<file path="src/pkg/tsr_pkg.sv">
// Functional notes
// local integer byte at 0x00, two's complement, 1 degree per LSB.
// local fraction at 0x30 uses top three bits; lower five read zero.
// signed remote integer byte at 0x01, two's complement, 1 degree LSB.
// filter on: remote fraction fills top five bits, half down to 1/32.
// filter off: remote fraction fills top three bits, lower five zero.
// unimplemented bits of partly used registers read as zero; the code reads bit 0 of 0xBF as one.
// any write to 0x0F starts one conversion only in standby; not stored.
// first config register, reset 0x00, standby and masks, at 0x03/0x09.
// two-bit conversion rate, reset 0x02, at 0x04 and 0x0A.
// remote overtemp limit reset 0x55, remote critical limit reset 0x6E.
// one 7-bit local limit at 0x20, reset 0x55, shared by both alarms.
// remote offset high 0x11, low 0x12 with 3 bits, both reset zero.
// second config register 0xBF, reset 0x1F: filter, model, masks, pin.
// status one at 0x02: busy, alarm and fault bits, read only.
// status two at 0x33: not-ready and diode-detect bits, read only.
// unsigned remote integer at 0x31, fraction at 0x32.
// integer read freezes its fraction until read; later integer reread refreshes.
// alarm clears only when both channels fall below limit minus hysteresis.
// pointer starts at local integer, then keeps the last command byte.
// writes to read-only or unlisted addresses change nothing; unlisted reads zero.
package tsr_pkg;
	// register offsets
	localparam logic [7:0] A_LOC_INT   = 8'h00;
	localparam logic [7:0] A_REM_SINT  = 8'h01;
	localparam logic [7:0] A_STAT1     = 8'h02;
	localparam logic [7:0] A_CFG1      = 8'h03;
	localparam logic [7:0] A_CFG1_ALT  = 8'h09;
	localparam logic [7:0] A_RATE      = 8'h04;
	localparam logic [7:0] A_RATE_ALT  = 8'h0A;
	localparam logic [7:0] A_ROS       = 8'h07;
	localparam logic [7:0] A_ROS_ALT   = 8'h0D;
	localparam logic [7:0] A_ONESHOT   = 8'h0F;
	localparam logic [7:0] A_REM_SFRAC = 8'h10;
	localparam logic [7:0] A_OFF_HI    = 8'h11;
	localparam logic [7:0] A_OFF_LO    = 8'h12;
	localparam logic [7:0] A_RCRIT     = 8'h19;
	localparam logic [7:0] A_LOC_LIM   = 8'h20;
	localparam logic [7:0] A_HYST      = 8'h21;
	localparam logic [7:0] A_LOC_FRAC  = 8'h30;
	localparam logic [7:0] A_REM_UINT  = 8'h31;
	localparam logic [7:0] A_REM_UFRAC = 8'h32;
	localparam logic [7:0] A_STAT2     = 8'h33;
	localparam logic [7:0] A_CFG2      = 8'hBF;
	localparam logic [7:0] A_MAKER     = 8'hFE;
	localparam logic [7:0] A_REV       = 8'hFF;
	// reset values and writable-bit masks
	localparam logic [7:0] RST_PTR   = 8'h00;
	localparam logic [7:0] RST_CFG1  = 8'h00;
	localparam logic [1:0] RST_RATE  = 2'h2;
	localparam logic [7:0] RST_ROS   = 8'h55;
	localparam logic [7:0] RST_RCRIT = 8'h6E;
	localparam logic [6:0] RST_LOC   = 7'h55;
	localparam logic [4:0] RST_HYST  = 5'h0A;
	localparam logic [7:0] RST_CFG2  = 8'h1F;
	localparam logic [7:0] CFG1_WMSK = 8'h5E;
	localparam logic [7:0] CFG2_WMSK = 8'h7E;
	localparam logic [7:0] CFG2_ONES = 8'h01;
	// field positions
	localparam int CFG1_STBY   = 6;
	localparam int CFG1_RCRITM = 4;
	localparam int CFG1_ROSM   = 3;
	localparam int CFG1_LCRITM = 2;
	localparam int CFG1_LOSM   = 1;
	localparam int CFG2_PIN    = 6;
	localparam int CFG2_OSFM   = 5;
	localparam int CFG2_CRFM   = 4;
	localparam int CFG2_MODEL  = 3;
	localparam int CFG2_FILTH  = 2;
	localparam int CFG2_FILTL  = 1;
	localparam int ST1_BUSY    = 7;
	localparam int ST1_ROS     = 4;
	localparam int ST1_FAULT   = 2;
	localparam int ST1_RCRIT   = 1;
	localparam int ST1_LOC     = 0;
	localparam int ST2_NRDY    = 7;
	localparam int ST2_DET     = 6;
	// fault readings and saturation
	localparam logic [7:0] SINT_FAULT = 8'h80;
	localparam logic [7:0] SINT_MAX   = 8'h7F;
	localparam logic [4:0] FRAC_FULL  = 5'h1F;
	// fraction freeze channels
	typedef enum logic [1:0] {TSR_CH_LOC, TSR_CH_RSGN, TSR_CH_RUNS} tsr_ch_t;
	// register bank state
	typedef struct packed {
		logic [7:0]      ptr;
		logic [7:0]      cfg1;
		logic [1:0]      rate;
		logic [7:0]      ros;
		logic [7:0]      rcrit;
		logic [6:0]      loc_lim;
		logic [4:0]      hyst;
		logic [7:0]      off_hi;
		logic [2:0]      off_lo;
		logic [7:0]      cfg2;
		logic            filt_en;
		logic [10:0]     loc;
		logic [12:0]     rem;
		logic [2:0]      lock;
		logic [2:0][4:0] frz;
		logic            ros_hot;
		logic            rcrit_hot;
		logic            loc_hot;
		logic            os_alarm;
		logic            crit_alarm;
		logic [7:0]      rdat;
		logic            start;
	} tsr_state_t;
endpackage

</file>
<file path="src/pkg/tsr_sync_if.sv">
`timescale 1ns/1ps
`default_nettype none
interface tsr_sync_if;
	logic [4:0] raw;  // done toggle, busy, fault, detect, not ready
	logic [3:0] lvl;
	logic       done;
	modport sync (input raw, output lvl, output done);
	modport user (output raw, input lvl, input done);
endinterface
`default_nettype wire

</file>
<file path="src/hdl/tsr_regs.sv">
`timescale 1ns/1ps
`default_nettype none
module tsr_regs #(
	parameter logic [7:0] MAKER_CODE = 8'h5A,  // arbitrary value
	parameter logic [7:0] REV_CODE   = 8'h3C   // arbitrary value
) (
	// clock, reset, enable
	input  wire logic        mclk_i,
	input  wire logic        rst_n_i,
	input  wire logic        ce_i,
	// byte port from the serial engine
	input  wire logic        cmd_i,
	input  wire logic        wr_i,
	input  wire logic        rd_i,
	input  wire logic [7:0]  wdata_i,
	output var  logic [7:0]  rd_data_o,
	// conversion results and analog status, other domain
	input  wire logic        conv_tog_i,
	input  wire logic [10:0] loc_temp_i,
	input  wire logic [12:0] rem_temp_i,
	input  wire logic        busy_i,
	input  wire logic        fault_i,
	input  wire logic        detect_i,
	input  wire logic        not_ready_i,
	// controls to the converter and pins
	output var  logic        conv_start_o,
	output var  logic        standby_o,
	output var  logic [1:0]  rate_o,
	output var  logic        filter_en_o,
	output var  logic        diode_model_o,
	output var  logic [10:0] offset_o,
	output var  logic        shared_addr_alarm_pin_o,
	output var  logic        overtemp_alarm_o,
	output var  logic        crit_alarm_o
);
	import tsr_pkg::*;

	tsr_state_t st_r;
	tsr_state_t st_nxt;
	tsr_sync_if sif ();

	// the done toggle and status inputs pass the two-stage synchroniser; the temperature buses do not
	assign sif.raw = {conv_tog_i, busy_i, fault_i, detect_i, not_ready_i};

	tsr_sync #(.STAGES(2)) u_sync (
		.mclk_i  (mclk_i),
		.rst_n_i (rst_n_i),
		.ce_i    (ce_i),
		.sif     (sif)
	);

	logic       s_busy;
	logic       s_fault;
	logic       s_det;
	logic       s_nrdy;
	assign s_busy  = sif.lvl[3];
	assign s_fault = sif.lvl[2];
	assign s_det   = sif.lvl[1];
	assign s_nrdy  = sif.lvl[0];

	// place a 5-bit fraction in the byte per filter setting
	function automatic logic [7:0] frac_fmt(input logic [4:0] f, input logic filt);
		frac_fmt = filt ? {f, 3'h0} : {f[4:2], 5'h00};
	endfunction

	// above the limit
	function automatic logic hot(input logic [9:0] t, input logic [9:0] lim);
		hot = $signed(t) > $signed(lim);
	endfunction

	// below limit minus hysteresis
	function automatic logic cool(input logic [9:0] t, input logic [9:0] lim,
		input logic [4:0] hy);
		cool = $signed(t) < ($signed(lim) - $signed({5'h00, hy}));
	endfunction

	// derived readings
	logic       filt;
	logic [7:0] sint;
	logic [4:0] sfrac;
	logic [7:0] uint;
	logic [4:0] ufrac;
	logic [4:0] lfrac;
	logic [2:0][4:0] live;
	logic [9:0] lt;
	logic [9:0] rt;

	always_comb begin
		filt  = st_r.filt_en;
		lfrac = {st_r.loc[2:0], 2'h0};
		// unsigned form, full scale on a fault
		uint  = s_fault ? 8'hFF : st_r.rem[12:5];
		ufrac = s_fault ? FRAC_FULL : st_r.rem[4:0];
		// signed form saturates above its range
		if (s_fault) begin
			sint  = SINT_FAULT;
			sfrac = 5'h00;
		end else if (st_r.rem[12]) begin
			sint  = SINT_MAX;
			sfrac = FRAC_FULL;
		end else begin
			sint  = st_r.rem[12:5];
			sfrac = st_r.rem[4:0];
		end
		live = {ufrac, sfrac, lfrac};
		// compare values come from the conversion that is arriving, not the stored one
		lt   = {{2{loc_temp_i[10]}}, loc_temp_i[10:3]};
		rt   = {2'h0, s_fault ? 8'hFF : rem_temp_i[12:5]};
	end

	// pick the fraction, frozen or live, for a channel
	function automatic logic [4:0] pick(input tsr_state_t s, input logic [2:0][4:0] lv,
		input tsr_ch_t c);
		pick = s.lock[c] ? s.frz[c] : lv[c];
	endfunction

	// next-state logic
	always_comb begin
		logic any_os;
		logic any_crit;
		logic both_cool_os;
		logic both_cool_crit;
		logic [9:0] llim;
		any_os         = 1'b0;
		any_crit       = 1'b0;
		both_cool_os   = 1'b0;
		both_cool_crit = 1'b0;
		llim           = {3'h0, st_r.loc_lim};
		st_nxt         = st_r;
		st_nxt.start   = 1'b0;

		// command byte sets the pointer, which otherwise holds
		if (cmd_i) begin
			st_nxt.ptr = wdata_i;
		end else if (wr_i) begin
			// data byte writes at the pointer; others are ignored
			case (st_r.ptr)
				A_CFG1, A_CFG1_ALT: st_nxt.cfg1 = wdata_i & CFG1_WMSK;
				A_RATE, A_RATE_ALT: st_nxt.rate = wdata_i[1:0];
				A_ROS, A_ROS_ALT:   st_nxt.ros = wdata_i;
				A_RCRIT:            st_nxt.rcrit = wdata_i;
				A_LOC_LIM:          st_nxt.loc_lim = wdata_i[6:0];
				A_HYST:             st_nxt.hyst = wdata_i[4:0];
				A_OFF_HI:           st_nxt.off_hi = wdata_i;
				A_OFF_LO:           st_nxt.off_lo = wdata_i[7:5];
				A_CFG2: begin
					st_nxt.cfg2    = wdata_i & CFG2_WMSK;
					st_nxt.filt_en = &wdata_i[CFG2_FILTH:CFG2_FILTL];
				end
				A_ONESHOT: begin
					st_nxt.start = st_r.cfg1[CFG1_STBY];
				end
				default: begin
				end
			endcase
		end

		// register reads with fraction freezing
		if (rd_i && !cmd_i) begin
			case (st_r.ptr)
				A_LOC_INT: begin
					st_nxt.rdat                = st_r.loc[10:3];
					st_nxt.lock[TSR_CH_LOC]    = 1'b1;
					st_nxt.frz[TSR_CH_LOC]     = lfrac;
				end
				A_REM_SINT: begin
					st_nxt.rdat                = sint;
					st_nxt.lock[TSR_CH_RSGN]   = 1'b1;
					st_nxt.frz[TSR_CH_RSGN]    = sfrac;
				end
				A_REM_UINT: begin
					st_nxt.rdat                = uint;
					st_nxt.lock[TSR_CH_RUNS]   = 1'b1;
					st_nxt.frz[TSR_CH_RUNS]    = ufrac;
				end
				A_LOC_FRAC: begin
					st_nxt.rdat = frac_fmt(pick(st_r, live, TSR_CH_LOC), 1'b0);
					st_nxt.lock[TSR_CH_LOC]  = 1'b0;
				end
				A_REM_SFRAC: begin
					st_nxt.rdat = frac_fmt(pick(st_r, live, TSR_CH_RSGN), filt);
					st_nxt.lock[TSR_CH_RSGN] = 1'b0;
				end
				A_REM_UFRAC: begin
					st_nxt.rdat = frac_fmt(pick(st_r, live, TSR_CH_RUNS), filt);
					st_nxt.lock[TSR_CH_RUNS] = 1'b0;
				end
				A_STAT1: begin
					st_nxt.rdat = '0;
					st_nxt.rdat[ST1_BUSY]  = s_busy;
					st_nxt.rdat[ST1_ROS]   = st_r.ros_hot;
					st_nxt.rdat[ST1_FAULT] = s_fault;
					st_nxt.rdat[ST1_RCRIT] = st_r.rcrit_hot;
					st_nxt.rdat[ST1_LOC]   = st_r.loc_hot;
				end
				A_STAT2: begin
					st_nxt.rdat = '0;
					st_nxt.rdat[ST2_NRDY] = s_nrdy;
					st_nxt.rdat[ST2_DET]  = s_det;
				end
				A_CFG1, A_CFG1_ALT: st_nxt.rdat = st_r.cfg1;
				A_RATE, A_RATE_ALT: st_nxt.rdat = {6'h00, st_r.rate};
				A_ROS, A_ROS_ALT:   st_nxt.rdat = st_r.ros;
				A_RCRIT:            st_nxt.rdat = st_r.rcrit;
				A_LOC_LIM:          st_nxt.rdat = {1'b0, st_r.loc_lim};
				A_HYST:             st_nxt.rdat = {3'h0, st_r.hyst};
				A_OFF_HI:           st_nxt.rdat = st_r.off_hi;
				A_OFF_LO:           st_nxt.rdat = {st_r.off_lo, 5'h00};
				A_CFG2:             st_nxt.rdat = st_r.cfg2 | CFG2_ONES;
				A_MAKER:            st_nxt.rdat = MAKER_CODE;
				A_REV:              st_nxt.rdat = REV_CODE;
				default:            st_nxt.rdat = 8'h00;
			endcase
		end

		// new conversion: capture results, update flags and alarms
		if (sif.done) begin
			st_nxt.loc       = loc_temp_i;
			st_nxt.rem       = rem_temp_i;
			st_nxt.ros_hot   = hot(rt, {2'h0, st_r.ros});
			st_nxt.rcrit_hot = hot(rt, {2'h0, st_r.rcrit});
			st_nxt.loc_hot   = hot(lt, llim);
			any_os = (st_nxt.ros_hot & ~st_r.cfg1[CFG1_ROSM])
				| (st_nxt.loc_hot & ~st_r.cfg1[CFG1_LOSM])
				| (s_fault & ~st_r.cfg2[CFG2_OSFM]);
			any_crit = (st_nxt.rcrit_hot & ~st_r.cfg1[CFG1_RCRITM])
				| (st_nxt.loc_hot & ~st_r.cfg1[CFG1_LCRITM])
				| (s_fault & ~st_r.cfg2[CFG2_CRFM]);
			both_cool_os = cool(lt, llim, st_r.hyst)
				& cool(rt, {2'h0, st_r.ros}, st_r.hyst);
			both_cool_crit = cool(lt, llim, st_r.hyst)
				& cool(rt, {2'h0, st_r.rcrit}, st_r.hyst);
			// set on any unmasked hot channel or unmasked fault, clear only with both channels cool
			if (any_os) begin
				st_nxt.os_alarm = 1'b1;
			end else if (both_cool_os) begin
				st_nxt.os_alarm = 1'b0;
			end
			if (any_crit) begin
				st_nxt.crit_alarm = 1'b1;
			end else if (both_cool_crit) begin
				st_nxt.crit_alarm = 1'b0;
			end
		end
	end

	// state register; enable low freezes everything
	always_ff @(posedge mclk_i) begin
		if (!rst_n_i) begin
			st_r         <= '0;
			st_r.ptr     <= RST_PTR;
			st_r.cfg1    <= RST_CFG1;
			st_r.rate    <= RST_RATE;
			st_r.ros     <= RST_ROS;
			st_r.rcrit   <= RST_RCRIT;
			st_r.loc_lim <= RST_LOC;
			st_r.hyst    <= RST_HYST;
			st_r.cfg2    <= RST_CFG2 & CFG2_WMSK;
			st_r.filt_en <= &RST_CFG2[CFG2_FILTH:CFG2_FILTL];
		end else if (ce_i) begin
			st_r <= st_nxt;
		end
	end

	// outputs straight from the state register
	assign rd_data_o               = st_r.rdat;
	assign conv_start_o            = st_r.start;
	assign standby_o               = st_r.cfg1[CFG1_STBY];
	assign rate_o                  = st_r.rate;
	assign filter_en_o             = st_r.filt_en;
	assign diode_model_o           = st_r.cfg2[CFG2_MODEL];
	assign offset_o                = {st_r.off_hi, st_r.off_lo};
	assign shared_addr_alarm_pin_o = st_r.cfg2[CFG2_PIN];
	assign overtemp_alarm_o        = st_r.os_alarm;
	assign crit_alarm_o            = st_r.crit_alarm;
endmodule
`default_nettype wire

</file>
<file path="src/hdl/tsr_sync.sv">
`timescale 1ns/1ps
`default_nettype none
module tsr_sync #(
	parameter int STAGES = 2
) (
	// clock, reset and enable
	input  wire logic mclk_i,
	input  wire logic rst_n_i,
	input  wire logic ce_i,
	// synchronised signals
	tsr_sync_if.sync  sif
);
	typedef struct packed {
		logic [STAGES-1:0][4:0] sh;
		logic                   tog_d;
	} tsr_sync_st_t;
	tsr_sync_st_t s_r;
	tsr_sync_st_t s_nxt;

	// the edge finder needs a full two-stage chain in front of it
	if (STAGES < 2) begin : g_stage_check
		$error("tsr_sync needs at least two stages");
	end

	// shift chain; the edge finder looks only at the last stage
	always_comb begin
		s_nxt       = s_r;
		s_nxt.sh    = {s_r.sh[STAGES-2:0], sif.raw};
		s_nxt.tog_d = s_r.sh[STAGES-1][4];
	end

	always_ff @(posedge mclk_i) begin
		if (!rst_n_i) begin
			s_r <= '0;
		end else if (ce_i) begin
			s_r <= s_nxt;
		end
	end

	assign sif.lvl  = s_r.sh[STAGES-1][3:0];
	assign sif.done = s_r.sh[STAGES-1][4] ^ s_r.tog_d;
endmodule
`default_nettype wire

</file>
<file path="config.mk">
export PLATFORM = sky130hd
export DESIGN_NAME = tsr_regs
export DESIGN_NICKNAME = d
export VERILOG_FILES = /design/src/pkg/tsr_pkg.sv /design/src/pkg/tsr_sync_if.sv /design/src/hdl/tsr_regs.sv /design/src/hdl/tsr_sync.sv
export SDC_FILE = /design/constraint.sdc
export NUM_CORES = 1
export LEC_CHECK = 0
export BUFFER_PORTS_ARGS = -buffer_cell sky130_fd_sc_hd__buf_2
export CAP_MARGIN = 20
export CORE_MARGIN = 5
export CORE_UTILIZATION = 30
export DETAILED_ROUTE_END_ITERATION = 6
export MAX_ROUTING_LAYER = met4
export PLACE_DENSITY_LB_ADDON = 0.2
export RECOVER_POWER = 50
export SLEW_MARGIN = 40
export SYNTH_ARGS = -nofsm -noshare
export SYNTH_HDL_FRONTEND = slang
export SYNTH_SLANG_ARGS = --single-unit
</file>
<file path="constraint.sdc">
create_clock -name mclk_i -period 4.52 [get_ports mclk_i]
set_input_delay 0.904 -clock mclk_i [delete_from_list [all_inputs] [get_ports mclk_i]]
set_output_delay 0.904 -clock mclk_i [all_outputs]
set_load 0.05 [all_outputs]
</file>
## Word-level counts from Yosys, hierarchy flattened

Cells that the tools add are included.

- Reduce and logical (&&, ||, !) cells: 32
- Eq/ne operators: 22
- Order comparisons: 6
- Bitwise gates (word level): 20
- Add/subtract/negate cells: 3
- Muxes and demuxes: 23

Operators by type and width:

| operator | count |
|---|---|
| 8-bit case mux with 19 select lines | 1 |
| 8-bit by 6-bit equality test with 1-bit output, second input constant | 6 |
| 5-bit two-way mux | 8 |
| 4-bit AND reduction | 9 |
| 8-bit by 4-bit equality test with 1-bit output, second input constant | 4 |
| 8-bit by 5-bit equality test with 1-bit output, second input constant | 4 |
| 8-bit equality test, second input constant | 3 |
| 8-bit greater-than comparator | 3 |
| 8-bit two-way mux | 3 |
| 3-bit AND reduction | 8 |
| 9-bit less-than comparator | 2 |
| 8-bit by 5-bit subtractor with 9-bit output | 2 |
| 8-bit by 2-bit equality test with 1-bit output, second input constant | 2 |
| 8-bit by 3-bit equality test with 1-bit output, second input constant | 2 |
| 2-bit nonzero test | 5 |
| 1-bit bitwise AND | 8 |
| 8-bit by 1-bit equality test with 1-bit output, second input constant | 1 |
| 8-bit zero test | 1 |
| 8-bit less-than comparator | 1 |
| 2-bit AND reduction | 4 |
| 7-bit by 5-bit subtractor with 8-bit output | 1 |
| 1-bit two-way mux | 7 |
| 7-bit two-way mux | 1 |
| 1-bit inverter | 7 |
| 6 further kinds | 13 |

- Output and inout port bits: 28
- Flip-flop bits (word level): 126

## Depth between registers and ports, before layout

- Depth in word-level cells: 7
- Gate-level depth with buffers: 16

## Cells and area by module

A second synthesis with hierarchy kept.

- Cells, all modules: 993
- Area total of the unflattened synthesis: 8030.2 um^2

By module, submodules not included:

| module | area each (um^2) | cells each | times used |
|---|---|---|---|
| tsr_regs | 7577.3 | 953 | 1 |
| tsr_sync | 452.9 | 40 | 1 |

## Least setup slack after synthesis

OpenSTA, ideal clock, no wires.

- Path type: register to register
- Start point: reg st_r[77] (netlist name)
- End point: reg st_r, in the netlist crit_alarm_o
- Path buffers: 0
- Slack: 1387 ps
- Library setup time: 117 ps
- Arrival: 3016 ps
- Clock period less this slack: 3133 ps
- Cell stages (with the launch flop): 16
- Path through: dfxtp_1 > inv_1 > ha_1 > nor2b_1 > o21ai_0 > a21boi_0 > o21ai_0 > nor2b_1 > xnor2_1 > ha_1 > a211oi_1 > o22ai_1 > or3_1 > o21ai_0 > nand2_1 > a32o_1

- Longest elaborated chain between the ends: 5
- Elaborated cells between the ends (all ways): 7
- Classes of those cells: add/sub: 2; order compare: 2; bitwise: 1; reduce/logical: 2

RTL lines:

| item | RTL line | RTL |
|---|---|---|
| start, declared | tsr_regs.sv:38 | `tsr_state_t st_r;` |
| start signal, assigned | tsr_regs.sv:261 | `st_r <= st_nxt;` |
| 8-bit by 5-bit subtractor with 9-bit output or 7-bit by 5-bit subtractor with 8-bit output (tied branches) | tsr_regs.sv:74 | `cool = $signed(t) < ($signed(lim) - $signed({5'h00, hy}));` |
| 9-bit less-than comparator or 8-bit less-than comparator (tied branches) | tsr_regs.sv:74 |  |
| 1-bit bitwise AND * | tsr_regs.sv:232 | `& cool(rt, {2'h0, st_r.rcrit}, st_r.hyst);` |
| 2-bit nonzero test (no line) * | -- |  |
| 3-bit AND reduction (no line) * | -- |  |

Every way passes the cells marked *; elsewhere a longest branch is shown, timed or not.
A chain may end at the register's enable or synchronous reset.

## Worst setup path in the final report

- Start point: reg st_r[77] (netlist name)
- End point: reg st_r, in the netlist overtemp_alarm_o

- Longest elaborated chain between the ends: 5
- Elaborated cells between the ends (all ways): 7
- Classes of those cells: add/sub: 2; order compare: 2; bitwise: 1; reduce/logical: 2

RTL lines:

| item | RTL line | RTL |
|---|---|---|
| 8-bit by 5-bit subtractor with 9-bit output or 7-bit by 5-bit subtractor with 8-bit output (tied branches) | tsr_regs.sv:74 |  |
| 9-bit less-than comparator or 8-bit less-than comparator (tied branches) | tsr_regs.sv:74 |  |
| 1-bit bitwise AND * | tsr_regs.sv:230 | `& cool(rt, {2'h0, st_r.ros}, st_r.hyst);` |
| 2-bit nonzero test (no line) * | -- |  |
| 3-bit AND reduction (no line) * | -- |  |

Marked as above.

==> flow_summary_export.csv <==
group,metric,value,unit
run_status,status,"finished clean",
route,via_per_inst,5.28,
finish,fin_nets,1108,
clocking,post_cts_buffers,0,
floorplan,core-area,0.0267,mm2
global_routing,grt_pass1_vias,6747,
floorplan,start_util,0.302,
floorplan,fp-row-count,60,
route,dr.pass1.iters,7,
power,p_leak,3.56,nW
place,dpl.hpwl,20600,um
route,wl,27700,um
synthesis,syn_area,0.00807,mm2
power,vdd_drop_max,0.217,mV
timing,rsz0062_at_grt,"false",
floorplan,chipHeight,174,um
timing,fmax,0.280,GHz
timing,skew,0.00951,ns
critical_path,startpoint_type,"flip-flop",
timing,holdWs,0.467,ns
clocking,tritoncts,"built",
hold_path,hold_path_class,"reg -> reg",
critical_path,cp.arrival,3.88,ns
floorplan,die_w,174,um
synthesis,synth_edf_count,0,
route,wl_per_cell,20.4,um
timing,worst_pin_slew,1.44,ns
clocking,cts.repair.resized,0,
critical_path,cpPeakStageDelay,0.54,ns
flow_run,drv_cap,0,
critical_path,critPathRequiredTime,4.83,ns
floorplan,io_pins,71,
route,drt_iter0_markers,830,
finish,layout_commonest_cell,"nand2_1",
clocking,clock_path_buffers,2,
global_routing,antenna_found_initial,0,
critical_path,path_cells,"inv_1, ha_1, nor2b_1, o21ai_0, a21boi_0, o21ai_0, nor2b_1, xnor2_1, ha_1, o21a_1, o21ai_0, a31oi_1, a2111oi_0, nand2_1, a32o_1",
synthesis,async_flop_share,0,
timing,finalSetupViolCount,0,
synthesis,synth_seq_cells,126,
critical_path,crit_top_cell,"o21ai_0",
synthesis,seq_area_frac_synth,0.313,
clocking,cts_root_buf,"clkbuf_16",
global_routing,grt_overflow,0,
global_routing,gr-usage-all-layers,0.186,
finish,layout_common_cells,"149 x nand2_1, 126 x dfxtp_1, 68 x mux2i_1",
timing,fin_crit_sh,0.790,
global_routing,grt_pass1_wl,42300,um
clocking,insertion_delay,0.42,ns
global_routing,grt_max_degree,93,
clocking,cts_max_level,4,
critical_path,critPathKind,"reg -> reg",
place,port_buffers,70,
timing,slew_headroom,0.0294,
route,drt.antenna.violating_nets,0,
clocking,cts_sinks,126,
finish,drive_gt1_frac,0.112,
critical_path,worst-path-max-fanout,5,
clocking,cts_buffers,17,
route,dr_total_vias,7167,
floorplan,die_area,0.0303,mm2
critical_path,endpoint_kind,"flip-flop",
power,p_per_area,306,mW/mm2
clocking,cts-hold-fix-buffers,0,
timing,finalHoldViolations,0,
timing,slew_viol_final,0,
place,gp_congestion,0.944,
synthesis,synth_cells,980,
synthesis,syn_nets,1085,
synthesis,ys_warn_count,0,
synthesis,synth_cell_types,71,
synthesis,synth-main-ff-cell,"dfxtp_1",
finish,areaGrowthSynthToFinish,12.7,%
clocking,clkTransAtPathRegs,0.06,ns
timing,post-route-min-period,3.57,ns
timing,tns,0,ns
route,drc,0,
critical_path,critPathSlowestCell,"a2111oi_0",
synthesis,synth.avg_cell_area,8.24,um2
==> logic make-up after synthesis <==
kind of cell / count (synthesis) / synth area share
AOI/OAI and AO/OA: 209 / 0.177
DFF: 126 / 0.313
adders and majority gates: 62 / 0.0989
muxes: 70 / 0.0871
buffers and inverters: 124 / 0.0710
and+or+nand+nor: 373 / 0.236
xor gates and xnor gates: 16 / 0.0174
==> power by group <==
part           switching (mW)  total, mW  internal (mW)
Combinational           0.184      0.285          0.101
Clock                   0.530       1.35          0.822
Sequential             0.0184       1.14           1.13
Total                   0.732       2.78           2.05
==> synthesized netlist by cell type (5+ instances only) <==
cell type	count	area, um2
a21oi_1	31	155
nor2b_1	52	325
nor3_1	15	75.1
nor2_1	42	158
o211ai_1	8	60.1
o21ai_0	49	245
nor4_1	5	31.3
a211oi_1	7	52.6
nand4_1	11	68.8
dfxtp_1	126	2520
buf_2	20	100
or2_2	13	81.3
a22oi_1	6	45.0
o211a_1	6	60.1
nand2_1	149	559
xnor2_1	12	105
a31oi_1	6	37.5
o22ai_1	6	37.5
a21boi_0	44	330
o221ai_1	5	43.8
nand2b_1	8	50.1
nand3_1	36	180
mux2i_1	68	681
and2_1	11	68.8
inv_1	43	161
buf_4	22	165
ha_1	59	738
clkbuf_1	38	143
==> layout make-up <==
cell class | count | area [um2]
Fill cell | 2806 | 17600
Inverter | 43 | 161
Antenna cell | 1 | 2.50
Tap cell | 341 | 427
Multi-Input combinational cell | 730 | 4980
Clock inverter | 11 | 118
Sequential cell | 126 | 2520
Clock buffer | 21 | 450
Timing Repair Buffer | 85 | 432
==> sequential cells by signal (all words and copies together) (netlist names), 2 cells and up <==
register / cells
st_r: 84
offset_o: 11
rd_data_o: 8
u_sync.s_nxt: 6
u_sync.sif.lvl: 4
lfrac: 3
rate_o: 2
==> per-layer routing <==
layer,vias to the layer above,track usage,routed length [um]
met5,-,-,0
met4,0,0.0475,382
met3,22,0.0268,1380
met2,232,0.260,11600
met1,3431,0.279,14300
li1,3482,-,-
==> critical path: cells and delay by family, from the launching register on <==
kind	cells	cell delay, ns
AO/OA/AOI/OAI	8	1.71
buffers and inverters	1	0.17
flip-flops	1	0.46
AND/OR/NAND/NOR	3	0.43
adder cells (fa/ha/maj)	2	0.56
XOR/XNOR	1	0.14
==> stage by stage <==
| step | cells | utilization | setup WS [ns] | total power, mW | instance area, um2 |
|---|---|---|---|---|---|
| global placement | 1325 | 0.320 | 0.894 | 1.45 | 8560 |
| CTS | 1357 | 0.342 | 0.819 | 2.80 | 9140 |
| finish | 1358 | 0.340 | 0.951 | 2.78 | 9100 |
| global route | 1357 | 0.340 | 0.583 | 2.89 | 9090 |
| detailed placement | 1325 | 0.321 | 0.859 | 1.45 | 8570 |
| floorplan | 980 | - | 1.39 | 1.34 | 8070 |
==> final timing paths <==
| path | cells past startpoint | from | to | slack, ns |
|---|---|---|---|---|
| worst max-delay path | 15 | st_r[77] | overtemp_alarm_o | 0.95 |
| worst min-delay path | 2 | st_r[48] | st_r[48] | 0.47 |
| worst max register to register | 15 | st_r[77] | overtemp_alarm_o | 0.95 |
| worst min register to register | 2 | st_r[48] | st_r[48] | 0.47 |
No activity file was read; power rests on OpenSTA's default activity.
